## config.mk

```make
export PLATFORM = sky130hd
export DESIGN_NAME = cit_trigger_ctrl
export DESIGN_NICKNAME = d
export VERILOG_FILES = /design/src/cit_pkg.sv /design/src/cit_input_cond.sv /design/src/cit_delay_timer.sv /design/src/cit_trigger_ctrl.sv
export VERILOG_INCLUDE_DIRS = /design/src
export SDC_FILE = /design/constraint.sdc
export NUM_CORES = 1
export LEC_CHECK = 0
export ABC_CLOCK_PERIOD_IN_PS = 2300
export CAP_MARGIN = 20
export CORE_UTILIZATION = 49
export DETAILED_ROUTE_END_ITERATION = 7
export DONT_BUFFER_PORTS = 1
export GPL_TIMING_DRIVEN = 0
export HOLD_SLACK_MARGIN = 0.08
export SLEW_MARGIN = 25
export SYNTH_ARGS = -nofsm -noshare
export SYNTH_HDL_FRONTEND = slang
export SYNTH_SLANG_ARGS = --single-unit
```

## constraint.sdc

```tcl
create_clock -name clk_sys_i -period 2.3 [get_ports clk_sys_i]
set_input_delay 0.115 -clock clk_sys_i [delete_from_list [all_inputs] [get_ports clk_sys_i]]
set_output_delay 0.115 -clock clk_sys_i [all_outputs]
set_load 0.005 [all_outputs]
```

## src/cit_params.svh

```systemverilog
// Register map, field positions, reset values and timing for the camera input trigger block
`ifndef CIT_PARAMS_SVH
`define CIT_PARAMS_SVH

// Register addresses on the camera bus
`define CIT_ADDR_INP1 32'hf1000300
`define CIT_ADDR_INP2 32'hf1000304
`define CIT_ADDR_DLY_INQ 32'hf0f00534
`define CIT_ADDR_DLY_CTRL 32'hf0f00834

// Input control fields
`define CIT_BIT_PRESENCE 0
`define CIT_BIT_POLARITY 7
`define CIT_FUNC_LSB 11
`define CIT_FUNC_MSB 15
`define CIT_BIT_PIN 31

// Input function codes
`define CIT_FN_OFF 5'h00
`define CIT_FN_TRIG 5'h02
`define CIT_FN_STEP 5'h06
`define CIT_FN_SRST 5'h07

// Delay control fields
`define CIT_BIT_ABS 1
`define CIT_BIT_ONOFF 6
`define CIT_VAL_LSB 20
`define CIT_VAL_MSB 31

// Delay inquiry fields and contents
`define CIT_INQ_FLAG_MSB 7
`define CIT_INQ_MIN_LSB 8
`define CIT_INQ_MIN_MSB 19
`define CIT_INQ_MAX_LSB 20
`define CIT_INQ_MAX_MSB 31
`define CIT_INQ_FLAGS 8'hbb
`define CIT_INQ_MIN 12'h000
`define CIT_INQ_MAX 12'hfff

// Reset values
`define CIT_RST_POL 1'b1
`define CIT_RST_FUNC_FIRST 5'h02
`define CIT_RST_FUNC_OTHER 5'h00
`define CIT_RST_DLY_ON 1'b0
`define CIT_RST_ABS 1'b0
`define CIT_RST_VALUE 12'h000

// Delay time base: one value step, in ns, and the clock period in ns
`define CIT_TIME_BASE_NS 1000
`define CIT_CLK_PERIOD_NS 20
`define CIT_TB_CYCLES ((`CIT_TIME_BASE_NS + `CIT_CLK_PERIOD_NS - 1) / `CIT_CLK_PERIOD_NS)

`endif

```

## src/cit_pkg.sv

```systemverilog
// Types for the camera input trigger block
`default_nettype none
`include "cit_params.svh"

package cit_pkg;

    // Delay sequencer states
    typedef enum logic [2:0]
    {
        CIT_IDLE = 3'b001,
        CIT_WAIT = 3'b010,
        CIT_FIRE = 3'b100
    } cit_state_type;

    // Input function codes
    typedef enum logic [4:0]
    {
        CIT_FUNC_OFF = `CIT_FN_OFF,
        CIT_FUNC_TRIG = `CIT_FN_TRIG,
        CIT_FUNC_STEP = `CIT_FN_STEP,
        CIT_FUNC_SRST = `CIT_FN_SRST
    } cit_func_type;

endpackage
`default_nettype wire

```

## src/cit_input_cond.sv

```systemverilog
// Conditioning of one isolated camera input
`timescale 1ns/10ps
`default_nettype none
`include "cit_params.svh"

module cit_input_cond
    import cit_pkg::*;
(
    input wire logic clk_sys_i,
    input wire logic srst_i,
    input wire logic pin_raw_i,
    input wire logic polarity_i,
    input wire logic [4:0] func_i,
    output logic readback_o,
    output logic vote_o,
    output logic is_trig_o,
    output logic seq_step_o,
    output logic seq_reset_o
);

    logic opto_n;
    logic active;
    logic active_q;
    logic active_rise;

    // Isolator inverts, internal negation restores the pin level
    assign opto_n = ~pin_raw_i;
    assign active = polarity_i ? readback_o : ~readback_o;
    assign active_rise = active & ~active_q;
    assign is_trig_o = (func_i == `CIT_FN_TRIG);

    // Level readback, active level and sequence pulses
    always_ff @(posedge clk_sys_i)
    begin
        if (srst_i)
        begin
            readback_o <= 1'b0;
            active_q <= 1'b0;
            vote_o <= 1'b0;
            seq_step_o <= 1'b0;
            seq_reset_o <= 1'b0;
        end
        else
        begin
            readback_o <= ~opto_n;
            active_q <= active;
            vote_o <= active;
            seq_step_o <= active_rise & (func_i == `CIT_FN_STEP);
            seq_reset_o <= active_rise & (func_i == `CIT_FN_SRST);
        end
    end

endmodule
`default_nettype wire

```

## src/cit_delay_timer.sv

```systemverilog
// Trigger delay timer counting in time-base steps
`timescale 1ns/10ps
`default_nettype none
`include "cit_params.svh"

module cit_delay_timer
    import cit_pkg::*;
(
    input wire logic clk_sys_i,
    input wire logic srst_i,
    input wire logic load_i,
    input wire logic [11:0] units_i,
    output logic busy_o,
    output logic done_o
);

    localparam logic [15:0] TB_LAST = 16'(`CIT_TB_CYCLES - 1);

    logic [15:0] div;
    logic [11:0] units;
    logic tick;

    // Time-base enable pulse from the divider
    assign tick = busy_o & (div == TB_LAST);

    // Load, count down per time-base step, end with a done pulse
    always_ff @(posedge clk_sys_i)
    begin
        if (srst_i)
        begin
            div <= 16'h0000;
            units <= 12'h000;
            busy_o <= 1'b0;
            done_o <= 1'b0;
        end
        else
        begin
            done_o <= 1'b0;
            if (load_i)
            begin
                div <= 16'h0000;
                units <= units_i;
                busy_o <= 1'b1;
            end
            else if (busy_o && units == 12'h000)
            begin
                busy_o <= 1'b0;
                done_o <= 1'b1;
            end
            else if (busy_o)
            begin
                div <= tick ? 16'h0000 : div + 16'h0001;
                units <= tick ? units - 12'h001 : units;
            end
        end
    end

endmodule
`default_nettype wire

```

## src/cit_trigger_ctrl.sv

```systemverilog
// Camera input trigger control: registers, trigger combining and delay
//
// Contract
// - Input control bit 7 selects polarity
// - Function codes: off, trigger, step, reset
// - Bit 31 reads current input pin level
// - Negation after isolator: open input reads 0
// - Trigger is AND of trigger-function inputs
// - Feature register bit 0 reports presence
// - Delay control bit 0 reads available
// - Delay value sits in bits 20-31
// - Inquiry capability flags are read-only
// - Inquiry holds minimum and maximum delay
// - Absolute bit picks external absolute value
// - Delay control bit 6 switches delay
// - Two identical input control registers; function resets to trigger on the first, off on the second
`timescale 1ns/10ps
`default_nettype none
`include "cit_params.svh"

module cit_trigger_ctrl
    import cit_pkg::*;
(
    input wire logic clk_sys_i,
    input wire logic srst_i,
    input wire logic reg_wr_i,
    input wire logic reg_rd_i,
    input wire logic [31:0] reg_addr_i,
    input wire logic [31:0] reg_wdata_i,
    output logic [31:0] reg_rdata_o,
    output logic reg_ack_o,
    input wire logic [1:0] pin_raw_i,
    input wire logic ext_trig_mode_i,
    input wire logic [11:0] abs_delay_value_i,
    output logic trigger_level_o,
    output logic capture_start_o,
    output logic [1:0] seq_step_o,
    output logic [1:0] seq_reset_o
);

    // Per-input control state
    logic [1:0] pol;
    logic [4:0] func [2];
    logic [1:0] readback;
    logic [1:0] vote;
    logic [1:0] is_trig;
    logic [31:0] inp_rdata [2];
    logic [1:0] hit_inp;
    logic [1:0] vote_ok;

    // Delay control state
    logic dly_on;
    logic dly_abs;
    logic [11:0] dly_value;

    // Sequencer
    cit_state_type state;
    cit_state_type next_state;
    logic trig_q;
    logic trig_rise;
    logic timer_load;
    logic timer_busy;
    logic timer_done;
    logic [11:0] dly_units;

    // Address decode
    logic hit_inq;
    logic hit_ctrl;
    logic wr_ctrl;
    logic [31:0] inq_rdata;
    logic [31:0] ctrl_rdata;
    logic [31:0] next_rdata;

    assign hit_inq = (reg_addr_i == `CIT_ADDR_DLY_INQ);
    assign hit_ctrl = (reg_addr_i == `CIT_ADDR_DLY_CTRL);
    assign hit_inp[0] = (reg_addr_i == `CIT_ADDR_INP1);
    assign hit_inp[1] = (reg_addr_i == `CIT_ADDR_INP2);
    assign wr_ctrl = reg_wr_i & hit_ctrl;

    // Per-input register and conditioning, identical for both inputs except the function reset value (first input trigger, second off)
    genvar gi;
    generate
        for (gi = 0; gi < 2; gi++)
        begin : g_inp
            logic wr_inp;

            assign wr_inp = reg_wr_i & hit_inp[gi];

            // Polarity and function fields, writable by the host
            always_ff @(posedge clk_sys_i)
            begin
                if (srst_i)
                begin
                    pol[gi] <= `CIT_RST_POL;
                    func[gi] <= (gi == 0) ? `CIT_RST_FUNC_FIRST : `CIT_RST_FUNC_OTHER;
                end
                else if (wr_inp)
                begin
                    pol[gi] <= reg_wdata_i[`CIT_BIT_POLARITY];
                    func[gi] <= reg_wdata_i[`CIT_FUNC_MSB:`CIT_FUNC_LSB];
                end
            end

            // Read image: presence, polarity, function, pin level
            always_comb
            begin
                inp_rdata[gi] = 32'h00000000;
                inp_rdata[gi][`CIT_BIT_PRESENCE] = 1'b1;
                inp_rdata[gi][`CIT_BIT_POLARITY] = pol[gi];
                inp_rdata[gi][`CIT_FUNC_MSB:`CIT_FUNC_LSB] = func[gi];
                inp_rdata[gi][`CIT_BIT_PIN] = readback[gi];
            end

            cit_input_cond u_cond
            (
                .clk_sys_i(clk_sys_i),
                .srst_i(srst_i),
                .pin_raw_i(pin_raw_i[gi]),
                .polarity_i(pol[gi]),
                .func_i(func[gi]),
                .readback_o(readback[gi]),
                .vote_o(vote[gi]),
                .is_trig_o(is_trig[gi]),
                .seq_step_o(seq_step_o[gi]),
                .seq_reset_o(seq_reset_o[gi])
            );
        end
    endgenerate

    // Delay control register
    always_ff @(posedge clk_sys_i)
    begin
        if (srst_i)
        begin
            dly_on <= `CIT_RST_DLY_ON;
            dly_abs <= `CIT_RST_ABS;
            dly_value <= `CIT_RST_VALUE;
        end
        else if (wr_ctrl)
        begin
            dly_on <= reg_wdata_i[`CIT_BIT_ONOFF];
            dly_abs <= reg_wdata_i[`CIT_BIT_ABS];
            dly_value <= reg_wdata_i[`CIT_VAL_MSB:`CIT_VAL_LSB];
        end
    end

    // Read images of the delay registers
    assign inq_rdata = {`CIT_INQ_MAX, `CIT_INQ_MIN, `CIT_INQ_FLAGS};
    always_comb
    begin
        ctrl_rdata = 32'h00000000;
        ctrl_rdata[`CIT_BIT_PRESENCE] = 1'b1;
        ctrl_rdata[`CIT_BIT_ABS] = dly_abs;
        ctrl_rdata[`CIT_BIT_ONOFF] = dly_on;
        ctrl_rdata[`CIT_VAL_MSB:`CIT_VAL_LSB] = dly_value;
    end

    // Read select; unmapped addresses read zero
    assign next_rdata = hit_inp[0] ? inp_rdata[0] :
                        hit_inp[1] ? inp_rdata[1] :
                        hit_inq ? inq_rdata :
                        hit_ctrl ? ctrl_rdata : 32'h00000000;

    // Register answer one cycle after the request
    always_ff @(posedge clk_sys_i)
    begin
        if (srst_i)
        begin
            reg_rdata_o <= 32'h00000000;
            reg_ack_o <= 1'b0;
        end
        else
        begin
            reg_ack_o <= reg_rd_i | reg_wr_i;
            reg_rdata_o <= reg_rd_i ? next_rdata : reg_rdata_o;
        end
    end

    // Non-trigger inputs never block the AND; vote is the pure active level, so a function change makes no edge
    assign vote_ok = vote | ~is_trig;

    // Combined trigger: AND of all trigger inputs, none means no trigger
    always_ff @(posedge clk_sys_i)
    begin
        if (srst_i)
        begin
            trigger_level_o <= 1'b0;
            trig_q <= 1'b0;
        end
        else
        begin
            trigger_level_o <= (|is_trig) & (&vote_ok);
            trig_q <= trigger_level_o;
        end
    end

    assign trig_rise = trigger_level_o & ~trig_q;
    assign dly_units = dly_abs ? abs_delay_value_i : dly_value;
    assign timer_load = (state == CIT_IDLE) & trig_rise & ext_trig_mode_i & dly_on;
    assign capture_start_o = (state == CIT_FIRE);

    // Sequencer next state; edges outside external mode are ignored
    always_comb
    begin
        case (state)
            CIT_IDLE:
                if (trig_rise && ext_trig_mode_i)
                    next_state = dly_on ? CIT_WAIT : CIT_FIRE;
                else
                    next_state = CIT_IDLE;
            CIT_WAIT:
                next_state = timer_done ? CIT_FIRE : CIT_WAIT;
            CIT_FIRE:
                next_state = CIT_IDLE;
            default:
                next_state = CIT_IDLE;
        endcase
    end

    // State register
    always_ff @(posedge clk_sys_i)
    begin
        if (srst_i)
            state <= CIT_IDLE;
        else
            state <= next_state;
    end

    cit_delay_timer u_timer
    (
        .clk_sys_i(clk_sys_i),
        .srst_i(srst_i),
        .load_i(timer_load),
        .units_i(dly_units),
        .busy_o(timer_busy),
        .done_o(timer_done)
    );
endmodule
`default_nettype wire

```

==> flow_summary_export.csv, run 1 <==
group,metric,value,unit
run_status,outcome,"finished with violations",
run_status,violations,"negative setup slack",
detailed_routing,routed_wl,11700,um
synthesis,ys_ff_latch,92,
final_layout,finalNetCount,628,
placed_design,portBuffers,0,
synthesis,synth_edf_count,10,
synthesis,synthXorXnorAreaFrac,5.57,%
synthesis,syn_inst,479,
global_routing,grt_overflow,0,
worst_setup_path,cp.arrival,2.59,ns
detailed_routing,via_per_inst,5.73,
global_routing,antenna_found_initial,1,
floorplan,dieArea,0.00938,mm^2
synthesis,synth.area.mux_share,4.54,%
clocking,htree_levels,3,
synthesis,synth_area_leaders,"dfxtp_1, edfxtp_1, nor2_1, a211oi_1, xnor2_1",
synthesis,ys_warn_count,0,
detailed_routing,wire_per_inst,17.8,um
run,drv_cap,0,
clocking,cts_buffers,9,
timing,finalSetupViolCount,1,
synthesis,synth-seq-area-share,44.1,%
global_routing,grt_pass1_vias,3649,
floorplan,rows,34,
placed_design,place_hpwl,8190,um
worst_setup_path,path_class,"flip-flop to flip-flop",
clocking,cts_tree,"built",
floorplan,die_x,96.8,um
clocking,cts_root_buf,"clkbuf_8",
clocking,clkTransAtPathRegs,0.10,ns
synthesis,synth.top_cell.area_share,37.3,%
detailed_routing,first_iter_violations,179,
placed_design,placed_cells,594,
worst_setup_path,path_max_fanout,4,
timing,worst_slew_pin_slew,0.645,ns
final_layout,area_growth,19.5,%
timing,rsz0062_at_grt,"yes",
global_routing,grt_pass1_wl,18500,um
synthesis,synth_compound_gate_area_share,13.1,%
timing,maxSlewViolCount,0,
pwr,peakVddDrop,410,uV
timing,slew_headroom,57.0,%
pwr,power_frac_seq,56.0,%
timing,whs,0.0911,ns
clocking,clk_path_buf_depth,2,
clocking,cts_sinks,92,
worst_setup_path,cp.required,2.59,ns
timing,clock_skew,0.0131,ns
synthesis,synthSimpleGateAreaFrac,25.7,%
synthesis,avgSynthCellArea,9.20,um^2
clocking,insertion_delay,0.37,ns
detailed_routing,dr.pass1.iters,4,
floorplan,start_util,50.5,%
pwr,pwr-share-comb,5.7,%
pwr,p_int,2.23,mW
timing,hold_viol_final,0,
detailed_routing,drc_errors,0,
synthesis,synthFlopType,"dfxtp_1",
synthesis,synthAdderAreaFrac,0.852,%
placed_design,routabilityCongestion,0.866,
global_routing,grt_usage,24.6,%
pwr,cellPowerDensity,557,mW/mm^2
detailed_routing,ant_nets,0,
timing,max_freq,0.434,GHz
synthesis,synth.distinct_cells,57,
pwr,p_leak,1.80,nW
synthesis,async_flop_share,0,%
final_layout,final_cell_count_no_fill,656,
floorplan,coreArea,0.00872,mm^2
final_layout,fin_area,0.00527,mm^2
pwr,power_frac_clock,38.3,%
timing,fin_crit_sh,100,%
final_layout,drive_above_1_share,12.8,%
worst_setup_path,start_kind,"flip-flop",
global_routing,grt_start_max_net_pins,17,
worst_setup_path,critPathCaptureType,"flip-flop",
synthesis,synth_top_family_by_area,"simple AND/OR/NAND/NOR gates",
hold_path,hold_path.class,"primary input to flip-flop",
timing,layout_min_cycle_time,2.31,ns
detailed_routing,num_vias,3759,
floorplan,die_y,96.8,um
placed_design,dpl-instance-area,0.00457,mm^2
pwr,swShare,24.1,%
placed_design,pre_cts_ws,-0.0551,ns
timing,worst_slack,-0.00587,ns
synthesis,syn_area,0.00441,mm^2
synthesis,yosys.area.top_type,"dfxtp_1",
floorplan,io_pins,122,
pwr,netSwitchingPower,709,uW
[state kept, by name (all words and copies together), names as in the netlist, 3 cells and up]
signal	count
func	10
dly_value	12
reg_rdata_o	22
u_timer.units	12
u_timer.div	16
state	3
[placed cells by master, fill, tap and decap left out, drive strengths merged, types with 2 or more instances in the layout]
| master | netlist | routed |
|---|---|---|
| a31oi | 2 | 2 |
| nand2b | 8 | 8 |
| nand3 | 11 | 11 |
| dlygate4sd3 | 0 | 34 |
| buf | 23 | 33 |
| or4b | 2 | 2 |
| nor4bb | 2 | 2 |
| a21oi | 22 | 22 |
| conb | 1 | 8 |
| inv | 11 | 13 |
| mux2i | 14 | 14 |
| nor4b | 9 | 9 |
| a211oi | 26 | 26 |
| ha | 3 | 3 |
| a211o | 2 | 2 |
| o32ai | 2 | 2 |
| nor4 | 11 | 11 |
| dfxtp | 82 | 82 |
| clkbuf | 18 | 29 |
| nand4 | 14 | 14 |
| nor3 | 11 | 11 |
| nor2b | 18 | 18 |
| nand2 | 34 | 34 |
| nor3b | 9 | 9 |
| mux2 | 5 | 5 |
| a221oi | 11 | 11 |
| or3 | 4 | 4 |
| xor2 | 8 | 8 |
| nor2 | 61 | 61 |
| a21o | 2 | 2 |
| edfxtp | 10 | 10 |
| o21ai | 3 | 3 |
| and4b | 2 | 2 |
| nand4bb | 2 | 2 |
| xnor2 | 20 | 20 |
| clkinvlp | 0 | 2 |
| and2 | 2 | 2 |
[layer usage]
layer  share of wire (%)  vias to the layer above  wire (um)  track usage, %
li1                    -                     1837          -               -
met1                  44                     1758       5130            32.1
met2                  47                      141       5440            38.8
met3                 6.9                       23        810            6.65
met4                 2.4                        0        278            8.96
met5                   0                        -          0               0
[path summary, 6_finish.rpt]
path                                 startpoint                             to  slack (ns)  cells past startpoint
setup / recovery  u_timer.units[1]$_SDFFE_PP0P_  u_timer.units[1]$_SDFFE_PP0P_      -0.006                      9
hold / removal             abs_delay_value_i[2]  u_timer.units[2]$_SDFFE_PP0P_        0.09                      2
setup reg to reg  u_timer.units[1]$_SDFFE_PP0P_  u_timer.units[1]$_SDFFE_PP0P_      -0.006                      9
hold reg to reg    reg_rdata_o[12]$_SDFFE_PP0P_   reg_rdata_o[12]$_SDFFE_PP0P_        0.49                      2
[final cells by class]
type,count,area [um^2]
fill,786,3450
tap,108,135
clock buffer,10,128
inverter,11,41.3
timing repair buffer,45,420
multi-input combinational,342,2280
clock inverter,6,71.3
sequential,92,1940
antenna,1,2.50
buffer,41,244
[power groups by stage]
stage | clock [mW] | combinational, mW | sequential (mW)
2_1_floorplan | 0 | 0.0862 | 1.68
3_3_place_gp | 0 | 0.111 | 1.68
3_5_place_dp | 0 | 0.112 | 1.68
4_1_cts | 1.14 | 0.163 | 1.64
5_1_grt | 1.20 | 0.181 | 1.65
6_report | 1.13 | 0.167 | 1.64
[what timing repair did]
action | in CTS | in global routing
endpoints found under the setup margin | 14 | 24
hold endpoints to repair | 42 | 0
pin swaps | 1 | 11
resized for setup | 1 | 20
hold buffers | 34 | 0
gates cloned | 0 | 2
setup buffers | 0 | 9
[cell families (layout without fill, tap and decap cells)]
family,Yosys count,count (layout)
fa+ha+maj,3,3
flops,92,92
other cells,1,9
xor+xnor,28,28
simple gates,206,206
compound gates,78,78
buf+inv,52,113
mux,19,19
[metrics by stage]
| stage | TNS, ns | util [%] | total power [mW] |
|---|---|---|---|
| after floorplan | 0 | - | 1.76 |
| after global placement | -0.0619 | 52.4 | 1.79 |
| after detailed placement | -0.256 | 52.4 | 1.79 |
| after CTS | 0 | 58.6 | 2.95 |
| after global routing | -0.272 | 60.4 | 3.03 |
| final | -0.00587 | 60.4 | 2.94 |
[synthesized netlist by cell type (all sizes together) (3+ instances only)]
cell	count
xor2	8
buf	23
edfxtp	10
inv	11
a221oi	11
nor4b	9
nand2	34
nor3b	9
a21oi	22
nor4	11
clkbuf	18
o21ai	3
nor3	11
a211oi	26
nand4	14
mux2	5
xnor2	20
mux2i	14
nor2b	18
nor2	61
ha	3
nand3	11
dfxtp	82
or3	4
nand2b	8
[critical path: stages, from the launching register on]
cell and delay (ns):
dfxtp_2 0.33, inv_2 0.07, ha_4 0.14, or4b_4 0.46, buf_8 0.15, nor4_4 0.38
buf_4 0.20, nor2_4 0.04, mux2_4 0.29, a211oi_2 0.17
Power figures use the tool's default switching activity.
==> inputs of run 2 (changes only) <==
--- a/config.mk
+++ b/config.mk
@@ -7,12 +7,13 @@
 export NUM_CORES = 1
 export LEC_CHECK = 0
 export ABC_CLOCK_PERIOD_IN_PS = 2300
-export CAP_MARGIN = 20
+export CAP_MARGIN = 10
 export CORE_UTILIZATION = 49
 export DETAILED_ROUTE_END_ITERATION = 7
 export DONT_BUFFER_PORTS = 1
 export GPL_TIMING_DRIVEN = 0
 export HOLD_SLACK_MARGIN = 0.08
+export PLACE_DENSITY = 0.61
 export SLEW_MARGIN = 25
 export SYNTH_ARGS = -nofsm -noshare
 export SYNTH_HDL_FRONTEND = slang
==> run 2 against run 1 <==
Compared with the run above: the flow now finishes without violations; wire length is 4.5% lower; critical path depth did not move; core utilization is 1.0 points lower; critical endpoint unchanged; largest cell class unchanged; setup slack better by 0.026 ns; sequential power hardly changed.
==> flow_summary_export.csv, run 2 (synthesis results as in run 1) <==
group,metric,value,unit
run_status,outcome,"finished clean",
run,drv_cap,0,
placed_design,placed_cells,594,
global_routing,grt_start_max_net_pins,17,
floorplan,coreArea,0.00872,mm^2
hold_path,hold_start,"abs_delay_value_i[6]",
final_layout,multi_input_area,0.00227,mm^2
hold_path,whs_endpoint,"u_timer.units[6]$_SDFFE_PP0P_",
floorplan,dieArea,0.00938,mm^2
clocking,cts_buffers,9,
worst_setup_path,worst-r2r-cell-count,9,
clocking,htree_levels,3,
worst_setup_path,critPathCaptureType,"flip-flop",
floorplan,io_pins,122,
timing,whs,0.0818,ns
detailed_routing,dr.pass1.iters,4,
floorplan,rows,34,
final_layout,drive_above_1_share,11.5,%
pwr,p_leak,1.76,nW
floorplan,die_x,96.8,um
final_layout,fill_cells,784,
worst_setup_path,cp.arrival,2.56,ns
detailed_routing,num_vias,3666,
pwr,total_power,2.95,mW
floorplan,start_util,50.5,%
placed_design,place_hpwl,8260,um
final_layout,max_flop_register,"reg_rdata_o",
final_layout,layout_commonest_cell,"dfxtp_1",
final_layout,fin_util,59.4,%
placed_design,dpl-instance-area,0.00457,mm^2
timing,worst_slew_pin_slew,0.650,ns
timing,max_freq,0.439,GHz
final_layout,fin_area,0.00518,mm^2
worst_setup_path,r2r_start,"u_timer.units[1]$_SDFFE_PP0P_",
detailed_routing,ant_nets,0,
timing,layout_min_cycle_time,2.28,ns
clocking,cts_sinks,92,
placed_design,portBuffers,0,
hold_path,whs_path_depth,2,
timing,worst_slack,0.0205,ns
worst_setup_path,path_max_fanout,5,
clocking,clkTransAtPathRegs,0.09,ns
final_layout,area_growth,17.5,%
worst_setup_path,path_class,"flip-flop to flip-flop",
detailed_routing,wire_per_inst,17.3,um
timing,rsz0062_at_grt,"yes",
placed_design,routabilityCongestion,0.869,
pwr,cellPowerDensity,570,mW/mm^2
final_layout,top_regs,"reg_rdata_o (22), u_timer.div (16)",
global_routing,antenna_found_initial,0,
clocking,insertion_delay,0.36,ns
worst_setup_path,cp.required,2.58,ns
timing,finalSetupViolCount,0,
final_layout,layout_common_cells,"dfxtp_1, nor2_1, nand2_1",
clocking,cts_tree,"built",
worst_setup_path,reg2reg_slack,0.02,ns
worst_setup_path,start_kind,"flip-flop",
timing,slew_headroom,56.7,%
floorplan,die_y,96.8,um
global_routing,grt_pass1_wl,18000,um
clocking,cts_root_buf,"clkbuf_8",
timing,hold_viol_final,0,
detailed_routing,routed_wl,11100,um
detailed_routing,via_per_inst,5.68,
hold_path,hold_path.class,"primary input to flip-flop",
pwr,peakVddDrop,334,uV
clocking,clk_path_buf_depth,2,
timing,tns,0,ns
worst_setup_path,reg2reg_to,"u_timer.units[1]$_SDFFE_PP0P_",
timing,maxSlewViolCount,0,
global_routing,grt_pass1_vias,3554,
final_layout,diodes,0,
timing,fin_crit_sh,99.1,%
final_layout,finalNetCount,618,
final_layout,final_cell_count_no_fill,645,
timing,clock_skew,0.0134,ns
detailed_routing,drc_errors,0,
global_routing,grt_overflow,0,
detailed_routing,first_iter_violations,132,
final_layout,regArea,0.00194,mm^2
global_routing,grt_usage,23.7,%
final_layout,largest_reg_flops,22,
placed_design,pre_cts_ws,-0.0625,ns
run 2: power by group:
group	internal (mW)	total (mW)	switching, mW	leakage (nW)
clock network	0.571	1.15	0.577	0.101
registers	1.63	1.64	0.00981	0.758
logic	0.0781	0.162	0.0838	0.898
run 2: layer usage:
layer	wire length [um]	track usage, %	vias up	part of all wire, %
met5	0	0	-	0
met2	5390	41.1	110	48
met3	572	4.34	13	5.1
met1	5040	30.2	1735	45
li1	-	-	1808	-
met4	138	6.20	0	1.2
run 2: area by class of cell:
type                            count  area share (%)
Inverter                           11           0.797
Multi-Input combinational cell    342            43.8
Sequential cell                    92            37.5
Tap cell                          108            2.61
Buffer                             41            4.59
Clock buffer                       11            2.95
Clock inverter                      5            1.14
Timing Repair Buffer               35            6.62
run 2: how the worst max path moves through the flow:
stage / from / slack [ns] / depth (start not counted) / endpoint
floorplan: u_timer.units[0]$_SDFFE_PP0P_ / 0.17 / 9 / u_timer.units[9]$_SDFFE_PP0P_
global placement: u_timer.units[0]$_SDFFE_PP0P_ / -0.05 / 9 / u_timer.units[4]$_SDFFE_PP0P_
detailed placement: u_timer.units[1]$_SDFFE_PP0P_ / -0.06 / 9 / u_timer.units[10]$_SDFFE_PP0P_
CTS: u_timer.units[0]$_SDFFE_PP0P_ / 0.02 / 9 / u_timer.div[15]$_SDFFE_PP0P_
global route: u_timer.units[1]$_SDFFE_PP0P_ / -0.06 / 9 / u_timer.units[1]$_SDFFE_PP0P_
finish: u_timer.units[1]$_SDFFE_PP0P_ / 0.02 / 9 / u_timer.units[1]$_SDFFE_PP0P_
run 2: worst max-delay path, stage by stage (launching register included):
cell and delay [ns]:
dfxtp_2 0.33, inv_2 0.07, ha_4 0.14, or4b_4 0.45
buf_6 0.15, nor4_4 0.35, buf_4 0.18, nor2_2 0.05
mux2_4 0.31, a211oi_2 0.17
run 2: repair_timing:
action / CTS / global route
endpoints found under the setup margin: 9 / 27
hold endpoints to repair: 38 / 0
pin swaps: 2 / 3
hold buffers: 32 / 0
gates resized for setup: 3 / 13
setup buffers: 0 / 3
==> inputs of run 3 (changes only) <==
--- a/config.mk
+++ b/config.mk
@@ -6,6 +6,7 @@
 export SDC_FILE = /design/constraint.sdc
 export NUM_CORES = 1
 export LEC_CHECK = 0
+export ABC_AREA = 1
 export ABC_CLOCK_PERIOD_IN_PS = 2300
 export CAP_MARGIN = 10
 export CORE_UTILIZATION = 49
@@ -13,7 +14,7 @@
 export DONT_BUFFER_PORTS = 1
 export GPL_TIMING_DRIVEN = 0
 export HOLD_SLACK_MARGIN = 0.08
-export PLACE_DENSITY = 0.61
+export PLACE_DENSITY = 0.74
 export SLEW_MARGIN = 25
 export SYNTH_ARGS = -nofsm -noshare
 export SYNTH_HDL_FRONTEND = slang
==> run 3 against run 2 <==
Compared with the run above: final cell count rose by 40%; wire length rose by 9.4%; clock skew fell by 0.0012 ns; combinational power rose by 9.9%; die area rose by 11%; fmax rose by 20%; global-route usage rose by 0.60 points; count of clock-buffer cells in the layout fell by 2; sequential cell count did not move; total power rose by 0.38%; register-to-register slack improved by 0.39 ns; critical endpoint is now u_timer.units[4]$_SDFFE_PP0P_.
==> flow_summary_export.csv, run 3 <==
group,metric,value,unit
run_status,outcome,"finished clean",
synthesis,async_flop_share,0,%
timing,finalSetupViolCount,0,
final_layout,regArea,0.00194,mm^2
synthesis,avgSynthCellArea,6.82,um^2
synthesis,synth.distinct_cells,42,
run,drv_cap,0,
floorplan,io_pins,122,
final_layout,top_regs,"reg_rdata_o (22), u_timer.div (16)",
worst_setup_path,critical_path.slowest_cell,"dfxtp_1",
pwr,swShare,24.9,%
global_routing,grt_pass1_wl,19800,um
timing,layout_min_cycle_time,1.89,ns
placed_design,place_hpwl,9170,um
final_layout,layout_commonest_cell,"nand2_1",
synthesis,syn_inst,717,
timing,worst_slack,0.407,ns
detailed_routing,ant_nets,0,
clocking,cts_resized,0,
global_routing,antenna_found_initial,0,
floorplan,start_util,50.3,%
detailed_routing,routed_wl,12200,um
synthesis,ys_warn_count,0,
floorplan,die_x,102,um
placed_design,pre_cts_ws,0.384,ns
placed_design,portBuffers,0,
timing,worst_slew_pin_slew,0.563,ns
timing,whs,0.104,ns
synthesis,syn_area,0.00489,mm^2
timing,tns,0,ns
floorplan,coreArea,0.00973,mm^2
final_layout,diodes,0,
global_routing,grt_pass1_vias,4400,
timing,hold_viol_final,0,
clocking,clk_path_buf_depth,2,
pwr,netSwitchingPower,737,uW
detailed_routing,first_iter_violations,297,
worst_setup_path,cp.required,2.57,ns
pwr,power_frac_seq,55.7,%
pwr,total_power,2.96,mW
final_layout,finalNetCount,849,
placed_design,routabilityCongestion,0.914,
pwr,p_int,2.23,mW
clocking,cts_sinks,92,
synthesis,synth.top_cell.area_share,33.6,%
synthesis,synth-seq-area-share,39.7,%
hold_path,hold_path.class,"primary input to flip-flop",
clocking,cts_root_buf,"clkbuf_8",
final_layout,largest_reg_flops,22,
timing,fin_crit_sh,82.3,%
final_layout,area_growth,13.9,%
worst_setup_path,critPathCaptureType,"flip-flop",
detailed_routing,num_vias,4792,
worst_setup_path,path_class,"flip-flop to flip-flop",
worst_setup_path,reg2reg_slack,0.41,ns
floorplan,dieArea,0.0104,mm^2
worst_setup_path,crit_chain,"inv_1, ha_1, nand2_1, nor2_4, nand2_2, nor2_4, nand2_2, nand3_4, nand2_4, buf_6, o21ai_1, nor2_1",
global_routing,grt_usage,24.3,%
clocking,cts_tree,"built",
detailed_routing,dr.pass1.iters,5,
synthesis,synthFlopType,"dfxtp_1",
clocking,insertion_delay,0.37,ns
worst_setup_path,crit_path_max_incr_delay,0.34,ns
floorplan,rows,36,
worst_setup_path,path_max_fanout,10,
final_layout,max_flop_register,"reg_rdata_o",
final_layout,layout_common_cells,"nand2_1, nor2_1, inv_1",
pwr,peakVddDrop,391,uV
worst_setup_path,cp.arrival,2.16,ns
timing,clock_skew,0.0122,ns
final_layout,drive_above_1_share,7.42,%
global_routing,grt_overflow,0,
final_layout,multi_input_area,0.00241,mm^2
synthesis,ys_ff_latch,92,
pwr,power_frac_clock,38.3,%
final_layout,fill_cells,953,
pwr,pwr-share-comb,6.0,%
synthesis,synth.most_common_cell,"nand2_1",
timing,slew_headroom,62.2,%
detailed_routing,drc_errors,0,
timing,max_freq,0.528,GHz
detailed_routing,wire_per_inst,13.5,um
pwr,p_leak,2.23,nW
detailed_routing,via_per_inst,5.32,
global_routing,grt_start_max_net_pins,18,
clocking,htree_levels,3,
clocking,clkTransAtPathRegs,0.10,ns
synthesis,synth_area_leaders,"dfxtp_1, nand2_1, nor2_1, inv_1, edfxtp_1",
synthesis,yosys-top-cells-count,"nand2_1, nor2_1, inv_1, dfxtp_1, o21ai_0",
timing,maxSlewViolCount,0,
synthesis,synth_edf_count,10,
pwr,cellPowerDensity,532,mW/mm^2
worst_setup_path,start_kind,"flip-flop",
timing,rsz0062_at_grt,"no",
synthesis,yosys.area.top_type,"dfxtp_1",
clocking,cts_buffers,9,
floorplan,die_y,102,um
==> run 3: changes by cell type after synthesis, moves of 9 or more <==
| cell | before | now |
|---|---|---|
| mux2i_1 | 14 | 0 |
| a21oi_1 | 22 | 50 |
| a211oi_1 | 25 | 2 |
| nor2_1 | 60 | 116 |
| nor3_1 | 11 | 25 |
| nand2_1 | 34 | 120 |
| nand3_1 | 11 | 49 |
| a221oi_1 | 11 | 0 |
| nor4b_1 | 9 | 0 |
| inv_1 | 11 | 88 |
| nor2b_1 | 18 | 0 |
| o21ai_0 | 2 | 54 |
| xnor2_1 | 20 | 1 |
==> run 3: path summary, 6_finish.rpt <==
| check | depth (start not counted) | end | startpoint |
|---|---|---|---|
| max reg2reg | 12 | u_timer.units[4]$_SDFFE_PP0P_ | u_timer.units[0]$_SDFFE_PP0P_ |
| min | 5 | u_timer.units[11]$_SDFFE_PP0P_ | abs_delay_value_i[11] |
| min reg2reg | 1 | g_inp[1].u_cond.seq_step_o$_SDFF_PP0_ | func[1][0]$_SDFFCE_PN0P_ |
| max | 12 | u_timer.units[4]$_SDFFE_PP0P_ | u_timer.units[0]$_SDFFE_PP0P_ |
==> run 3: timing repair <==
action | CTS | global route
endpoints found under the hold margin | 41 | 0
buffers inserted | 0 | 0
hold buffers | 28 | 0
==> run 3: per-layer routing <==
metal / wire length [um] / track usage, %
met5: 0 / 0
met4: 283 / 10.2
met3: 799 / 4.65
met2: 5850 / 42.9
met1: 5250 / 29.0
==> run 3: kinds of logic after synthesis <==
logic type,Yosys count,share of synthesized area (%)
fa+ha+maj,3,0.767
flops,92,39.7
other cells,1,0.0767
buf+inv,131,11.6
xor+xnor,13,2.33
simple gates,351,31.9
compound gates,126,13.6
==> run 3: power groups by stage <==
stage | sequential, mW | combinational, mW | clock, mW
floorplan | 1.68 | 0.103 | 0
CTS | 1.65 | 0.174 | 1.16
finish | 1.65 | 0.178 | 1.14
detailed placement | 1.69 | 0.135 | 0
global placement | 1.69 | 0.131 | 0
global route | 1.65 | 0.197 | 1.22
==> run 3: worst max-delay path: cells and delay by family, from the launching register on <==
kind | cells | cell delay, ns
AND/OR/NAND/NOR | 8 | 0.85
adder cells (fa/ha/maj) | 1 | 0.20
buffers and inverters | 2 | 0.23
flip-flops | 1 | 0.34
AO/OA/AOI/OAI | 1 | 0.15
==> run 3: cell type report <==
type / count / area share (%)
repair buffers: 28 / 5.03
clock buffers: 9 / 2.22
flip-flops and latches: 92 / 34.9
well taps: 133 / 2.99
multi-input cells: 501 / 43.2
plain buffers: 38 / 3.95
clock inverters: 7 / 1.46
inverters: 93 / 6.27
==> run 3: per-stage QoR <==
step	instance area (um^2)	instances	util, %
after floorplan	4920	724	-
after global placement	5080	857	52.3
after detailed placement	5080	857	52.3
after CTS	5570	901	57.3
after global routing	5570	901	57.3
final	5570	901	57.3
